`src/hrp_regs.svh`:
```
`ifndef HRP_REGS_SVH
`define HRP_REGS_SVH

// link reference clock; this build runs from the 50 MHz input instead
`define HRP_LINK_CLK_MHZ 30
`define HRP_ADDR_W 5
`define HRP_DATA_W 16
`define HRP_IO_W 16

// register indices on the 5-bit select
`define HRP_REG_OUT 5'h00
`define HRP_REG_OEN 5'h01
`define HRP_REG_IN 5'h02
`define HRP_REG_SCRATCH 5'h03
`define HRP_REG_RDCNT 5'h04

// start-up values and the unmapped read word
`define HRP_OUT_INIT 16'h0000
`define HRP_OEN_INIT 16'hffff
`define HRP_SCRATCH_INIT 16'h0000
`define HRP_UNMAPPED 16'ha55a

`endif

```
`src/hrp_pkg.sv`:
```
`default_nettype none
package hrp_pkg;
    typedef enum logic [2:0] {
        BR_IDLE = 3'b001,
        BR_READ = 3'b010,
        BR_WRITE = 3'b100
    } bridge_state_t;
endpackage
`default_nettype wire

```
`src/hrp_if.sv`:
```
`timescale 1ns/1ps
`default_nettype none
`include "hrp_regs.svh"
interface hrp_if;
    logic [`HRP_ADDR_W-1:0] reg_select;
    logic read_strobe;
    logic write_strobe;
    logic [`HRP_DATA_W-1:0] reg_write_word;
    logic [`HRP_DATA_W-1:0] reg_read_word;

    modport core (
        input reg_select,
        input read_strobe,
        input write_strobe,
        input reg_write_word,
        output reg_read_word
    );
    modport bridge (
        output reg_select,
        output read_strobe,
        output write_strobe,
        output reg_write_word,
        input reg_read_word
    );
endinterface
`default_nettype wire

```
`src/hrp_core.sv`:
```
// What this block does
// one shared clock for every interface signal
// bridge drives 5-bit register select
// read strobe high exactly one cycle
// write strobe high exactly one cycle
// core drives read word of addressed register
// write word captured into addressed register
// sixteen io cell inputs sampled
// sixteen io cell output data bits driven
// enable bit low drives the cell
// enable bit high leaves cell undriven
// unconfigured: all enables read inactive
// read word is a combinational address mux
// register reloads only on write and match; the read counter steps on reads of the input register
// read acknowledge is strobe and address match
// start-up values without any reset input; the core still takes rst_n_i, and the bridge state starts only from it
// read and write never share a cycle
`timescale 1ns/1ps
`default_nettype none
`include "hrp_regs.svh"
module hrp_core
    import hrp_pkg::*;
#(
    parameter int IO_W = `HRP_IO_W
) (
    input wire logic ref_clk_i,
    input wire logic rst_n_i,
    hrp_if.core bus,
    input wire logic [IO_W-1:0] io_cell_inputs_i,
    output logic [IO_W-1:0] io_cell_outputs_o,
    output logic [IO_W-1:0] io_output_enable_n_o
);
    ////////////////////////////////////////////////////////////////////////
    function automatic logic hit(input logic [`HRP_ADDR_W-1:0] sel,
                                 input logic [`HRP_ADDR_W-1:0] idx);
        hit = (sel == idx);
    endfunction

    logic [IO_W-1:0] io_in;
    // declaration values stand for configuration; reset only re-seeds them
    logic [IO_W-1:0] out_word = IO_W'(`HRP_OUT_INIT);
    logic [IO_W-1:0] oen_word = IO_W'(`HRP_OEN_INIT);
    logic [`HRP_DATA_W-1:0] scratch = `HRP_SCRATCH_INIT;
    logic [`HRP_DATA_W-1:0] read_count = '0;
    logic read_ack_in;

    // cells are off-clock, so two flops before use
    io_sync #(.WIDTH(IO_W)) u_sync (
        .ref_clk_i(ref_clk_i),
        .rst_n_i(rst_n_i),
        .async_i(io_cell_inputs_i),
        .sync_o(io_in)
    );

    ////////////////////////////////////////////////////////////////////////
    assign io_cell_outputs_o = out_word;
    assign io_output_enable_n_o = oen_word;

    always_ff @(posedge ref_clk_i or negedge rst_n_i) begin
        if (!rst_n_i) begin
            out_word <= IO_W'(`HRP_OUT_INIT);
        end else if (bus.write_strobe
                     && hit(bus.reg_select, `HRP_REG_OUT)) begin
            out_word <= bus.reg_write_word[IO_W-1:0];
        end
    end

    // all-ones keeps every cell high-z until software enables it
    always_ff @(posedge ref_clk_i or negedge rst_n_i) begin
        if (!rst_n_i) begin
            oen_word <= IO_W'(`HRP_OEN_INIT);
        end else if (bus.write_strobe
                     && hit(bus.reg_select, `HRP_REG_OEN)) begin
            oen_word <= bus.reg_write_word[IO_W-1:0];
        end
    end

    always_ff @(posedge ref_clk_i or negedge rst_n_i) begin
        if (!rst_n_i) begin
            scratch <= `HRP_SCRATCH_INIT;
        end else if (bus.write_strobe
                     && hit(bus.reg_select, `HRP_REG_SCRATCH)) begin
            scratch <= bus.reg_write_word;
        end
    end

    ////////////////////////////////////////////////////////////////////////
    // read side effect: count reads of the input register
    assign read_ack_in = bus.read_strobe && hit(bus.reg_select, `HRP_REG_IN);

    always_ff @(posedge ref_clk_i or negedge rst_n_i) begin
        if (!rst_n_i) begin
            read_count <= '0;
        end else if (read_ack_in) begin
            read_count <= read_count + 16'h0001;
        end
    end

    always_comb begin
        bus.reg_read_word = `HRP_UNMAPPED;
        if (hit(bus.reg_select, `HRP_REG_OUT)) begin
            bus.reg_read_word = `HRP_DATA_W'(out_word);
        end else if (hit(bus.reg_select, `HRP_REG_OEN)) begin
            bus.reg_read_word = `HRP_DATA_W'(oen_word);
        end else if (hit(bus.reg_select, `HRP_REG_IN)) begin
            bus.reg_read_word = `HRP_DATA_W'(io_in);
        end else if (hit(bus.reg_select, `HRP_REG_SCRATCH)) begin
            bus.reg_read_word = scratch;
        end else if (hit(bus.reg_select, `HRP_REG_RDCNT)) begin
            bus.reg_read_word = read_count;
        end
    end
endmodule // hrp_core
`default_nettype wire

```
`src/io_sync.sv`:
```
`timescale 1ns/1ps
`default_nettype none
module io_sync #(
    parameter int WIDTH = 16
) (
    input wire logic ref_clk_i,
    input wire logic rst_n_i,
    input wire logic [WIDTH-1:0] async_i,
    output logic [WIDTH-1:0] sync_o
);
    logic [WIDTH-1:0] stage1;

    always_ff @(posedge ref_clk_i or negedge rst_n_i) begin
        if (!rst_n_i) begin
            stage1 <= '0;
            sync_o <= '0;
        end else begin
            stage1 <= async_i;
            sync_o <= stage1;
        end
    end
endmodule // io_sync
`default_nettype wire

```
`src/flat_wrapper.sv`:
```
// flat-port wrapper written by rule: the top's interface ports become plain ports
module hrp_core_flat import hrp_pkg::*;
#(
    parameter int IO_W = `HRP_IO_W
)
  (ref_clk_i, rst_n_i, io_cell_inputs_i, io_cell_outputs_o, io_output_enable_n_o, bus_reg_select, bus_read_strobe, bus_write_strobe, bus_reg_write_word, bus_reg_read_word);
  hrp_if bus_i ();
  input wire logic ref_clk_i;
  input wire logic rst_n_i;
  input wire logic [IO_W-1:0] io_cell_inputs_i;
  output logic [IO_W-1:0] io_cell_outputs_o;
  output logic [IO_W-1:0] io_output_enable_n_o;
  input wire logic [$bits(bus_i.reg_select)-1:0] bus_reg_select;
  input wire logic [$bits(bus_i.read_strobe)-1:0] bus_read_strobe;
  input wire logic [$bits(bus_i.write_strobe)-1:0] bus_write_strobe;
  input wire logic [$bits(bus_i.reg_write_word)-1:0] bus_reg_write_word;
  output wire logic [$bits(bus_i.reg_read_word)-1:0] bus_reg_read_word;
  assign bus_i.reg_select = bus_reg_select;
  assign bus_i.read_strobe = bus_read_strobe;
  assign bus_i.write_strobe = bus_write_strobe;
  assign bus_i.reg_write_word = bus_reg_write_word;
  assign bus_reg_read_word = bus_i.reg_read_word;
  hrp_core #(.IO_W(IO_W)) u_core (.ref_clk_i(ref_clk_i), .rst_n_i(rst_n_i), .bus(bus_i), .io_cell_inputs_i(io_cell_inputs_i), .io_cell_outputs_o(io_cell_outputs_o), .io_output_enable_n_o(io_output_enable_n_o));
endmodule
```
`config.mk`:
```
export PLATFORM = sky130hd
export DESIGN_NAME = hrp_core_flat
export DESIGN_NICKNAME = d
export VERILOG_FILES = /design/src/hrp_pkg.sv /design/src/hrp_if.sv /design/src/hrp_core.sv /design/src/io_sync.sv /design/src/flat_wrapper.sv
export VERILOG_INCLUDE_DIRS = /design/src
export SDC_FILE = /design/constraint.sdc
export NUM_CORES = 1
export LEC_CHECK = 0
export ABC_AREA = 1
export BUFFER_PORTS_ARGS = -buffer_cell sky130_fd_sc_hd__buf_2
export CORE_MARGIN = 2
export CORE_UTILIZATION = 57
export DETAILED_ROUTE_END_ITERATION = 6
export GPL_TIMING_DRIVEN = 1
export PLACE_DENSITY = 0.82
export SYNTH_ARGS = -nofsm -noshare
export SYNTH_HDL_FRONTEND = slang
export SYNTH_SLANG_ARGS = --single-unit
```
`constraint.sdc`:
```
create_clock -name ref_clk_i -period 3.7 [get_ports ref_clk_i]
set_clock_uncertainty 0.1 [all_clocks]
set_input_delay 0.185 -clock ref_clk_i [delete_from_list [all_inputs] [get_ports ref_clk_i]]
set_output_delay 0.185 -clock ref_clk_i [all_outputs]
set_load 0.03 [all_outputs]
```
==> impl_metrics.json <==
{
  "rows": 32,
  "worstMarginPinSlew_ns": 0.9267,
  "seq_area_frac_synth_pct": 54.31,
  "status": "complete, no violations",
  "cp.required_ns": 3.41,
  "cp.depth": 8,
  "antennaDiodeCount": 0,
  "crit_chain": "buf_2 -> inv_1 -> nand2_1 -> nor2_8 -> inv_1 -> nor2_1 -> nor2_1 -> buf_2",
  "dieHeight_um": 92.46,
  "dpl.cell_count": 660,
  "start_util_pct": 58.33,
  "finish.utilization_pct": 71.07,
  "min_path_type": "primary input to flop",
  "max_freq_mhz": 446.9,
  "max_stage_delay_ns": 0.52,
  "async_reset_ff_share_pct": 100.0,
  "crit_path_start_kind": "primary input",
  "setup_violations": 0,
  "grt.overflow.total": 0,
  "rsz0062_at_grt": "no",
  "slew_violations": 0,
  "grt_antenna_before_repair": 0,
  "routed_wl_um": 10780,
  "fillCellCount": 564,
  "syn_avg_cell_area_um2": 9.197,
  "dr.pass1.iters": 5,
  "startpoint": "bus_reg_select[0]",
  "routabilityCongestion": 0.8478,
  "drv_cap": 0,
  "reg2reg_slack_ns": 2.17,
  "port_buffers": 88,
  "r2r-end": "u_core.read_count[10]",
  "maxSlewHeadroom_pct": 38.22,
  "min_period_over_period_pct": 60.48,
  "synth_fp_nets": 527,
  "clockBufferDepth": 2,
  "htreeDepth": 3,
  "multi_input_area_um2": 1638,
  "clk_pin_slew_ns": 0.10,
  "fin_crit_ns": 2.238,
  "ir_worst_vdd_mv": 0.2957,
  "synth_cells": 485,
  "grt_max_degree": 75,
  "cts_tree": "yes",
  "synth.area.top_cells": "dfrtp_1 (45%), nand2_1 (12%), dfstp_2 (9.4%)",
  "yosysMostFrequentCell": "nand2_1",
  "post-synth-top-area-fraction_pct": 44.88,
  "ff_latch_area_um2": 2422,
  "wl_per_cell_um": 15.24,
  "yosysTopAreaCell": "dfrtp_1",
  "vias_per_cell": 5.243,
  "die_x_um": 92.46,
  "core_um2": 7647,
  "p_per_area_nw_per_um2": 489.6,
  "cp-endpoint": "bus_reg_read_word[1]",
  "cp_top_family": "buffers and inverters",
  "yosys_register_bits": 96,
  "reg2regPathDepth": 6,
  "arrival_ns": 1.95,
  "route.detailed.drc": 0,
  "root_buffer": "clkbuf_8",
  "grt_pass1_wl_um": 17710,
  "r2r-start": "u_core.read_count[2]",
  "drt_iter0_drc": 244,
  "drive_gt1_share_pct": 27.60,
  "pin_count": 89,
  "tns_ns": 0,
  "cp-end-kind": "primary output",
  "area_growth_pct": 21.85,
  "yosysWarnings": 0,
  "ant_nets": 0,
  "fin_nets": 642,
  "dieArea_um2": 8549,
  "slowest_stage": "inv_1",
  "cp_max_fo": 21,
  "synth-edff-count": 0,
  "yosys-top-cells-count": "nand2_1 (142), dfrtp_1 (80), inv_1 (65), nor2_1 (29), o21ai_2 (27)",
  "power.total_uw": 2661,
  "hpwl_um": 7235,
  "vias": 3707,
  "ys.flop_type": "dfrtp_1",
  "track_usage_pct": 26.97,
  "criticalPathCategory": "primary input to primary output",
  "min-delay-start": "bus_reg_write_word[9]",
  "netlist_area_um2": 4461,
  "clock_sinks": 96,
  "layout.cells.non_filler": 707,
  "first_global_vias": 3763,
  "path_buf_inv": 4,
  "cts_inserted_buffers": 9,
  "p_leak_uw": 0.002722,
  "clk_latency_ns": 0.37,
  "synth_cell_types": 29,
  "hold_viol": 0
}
[logic make-up (layout without fill, tap and decap cells)]
| kind of cell | after synthesis | in the layout | synth area share (%) |
|---|---|---|---|
| AO/OA/AOI/OAI | 70 | 70 | 10.63 |
| XOR/XNOR | 11 | 11 | 2.160 |
| adder cells (fa/ha/maj) | 1 | 1 | 0.2805 |
| buffers and inverters | 84 | 204 | 8.976 |
| flip-flops | 96 | 96 | 54.31 |
| AND/OR/NAND/NOR | 223 | 223 | 23.65 |
[registers in the layout, indices dropped and copies added (netlist names)]
name / cells
u_core.io_cell_outputs_o: 16
u_core.io_output_enable_n_o: 16
u_core.read_count: 16
u_core.scratch: 16
u_core.u_sync.stage1: 16
u_core.u_sync.sync_o: 16
[area by class of cell]
class                   instances  area share [%]
well taps                     102           2.348
clock buffers                  10           2.532
multi-input cells             305           30.13
flip-flops and latches         96           44.57
repair buffers                120           14.00
inverters                      68           4.765
clock inverters                 6           1.657
[worst min-delay path by stage]
stage                                endpoint  depth (start not counted)
6_report       u_core.io_output_enable_n_o[9]                          3
5_1_grt        u_core.io_output_enable_n_o[9]                          3
4_1_cts        u_core.io_output_enable_n_o[9]                          3
3_5_place_dp         u_core.u_sync.stage1[14]                          1
3_3_place_gp         u_core.u_sync.stage1[14]                          1
2_1_floorplan     u_core.io_cell_outputs_o[0]                          0
[placed cells by master (no fill, tap or decap), drive strengths merged]
cell type	n
clkinvlp	1
xor2	10
dfstp	16
clkbuf	10
clkinv	3
o211ai	9
inv	68
nor2	39
dlygate4sd3	31
buf	89
bufinv	2
nor3	1
a21oi	8
nand3	20
dfrtp	80
ha	1
o21ai	53
xnor2	1
nand2	146
nand4	17
[report_power, final]
group | switching, µW | internal [µW]
clock | 369 | 401
sequential | 105 | 1220
combinational | 384 | 185
[worst register-to-register path: stages (launching register included)]
cell,delay (ns)
dfrtp_1,0.45
nand2_1,0.10
nor2_1,0.19
nand3_1,0.16
nor2_4,0.17
xor2_1,0.18
inv_1,0.05
[routing by layer]
layer	wire length, µm	track usage [%]	vias to the layer above
met5	0	0	-
met4	293	12.94	0
met3	629	5.289	31
li1	-	-	1756
met2	5513	46.23	144
met1	4340	32.71	1776
[timing repair]
action	4_1_cts	5_1_grt
gates resized for setup	0	0
hold buffers	31	0
endpoints found under the setup margin	0	0
hold endpoints to repair	101	0
setup buffers	0	0
[through the flow]
step	hold slack, ns	worst slack, ns	instance area (µm²)
global placement	0.1923	1.548	4897
CTS	0.008058	1.483	5435
detailed placement	0.1943	1.492	4897
finish	0.01851	1.462	5435
global route	0.02997	1.301	5435
floorplan	-0.2106	2.196	4461
Note: power is estimated with default switching activity, not from simulation.
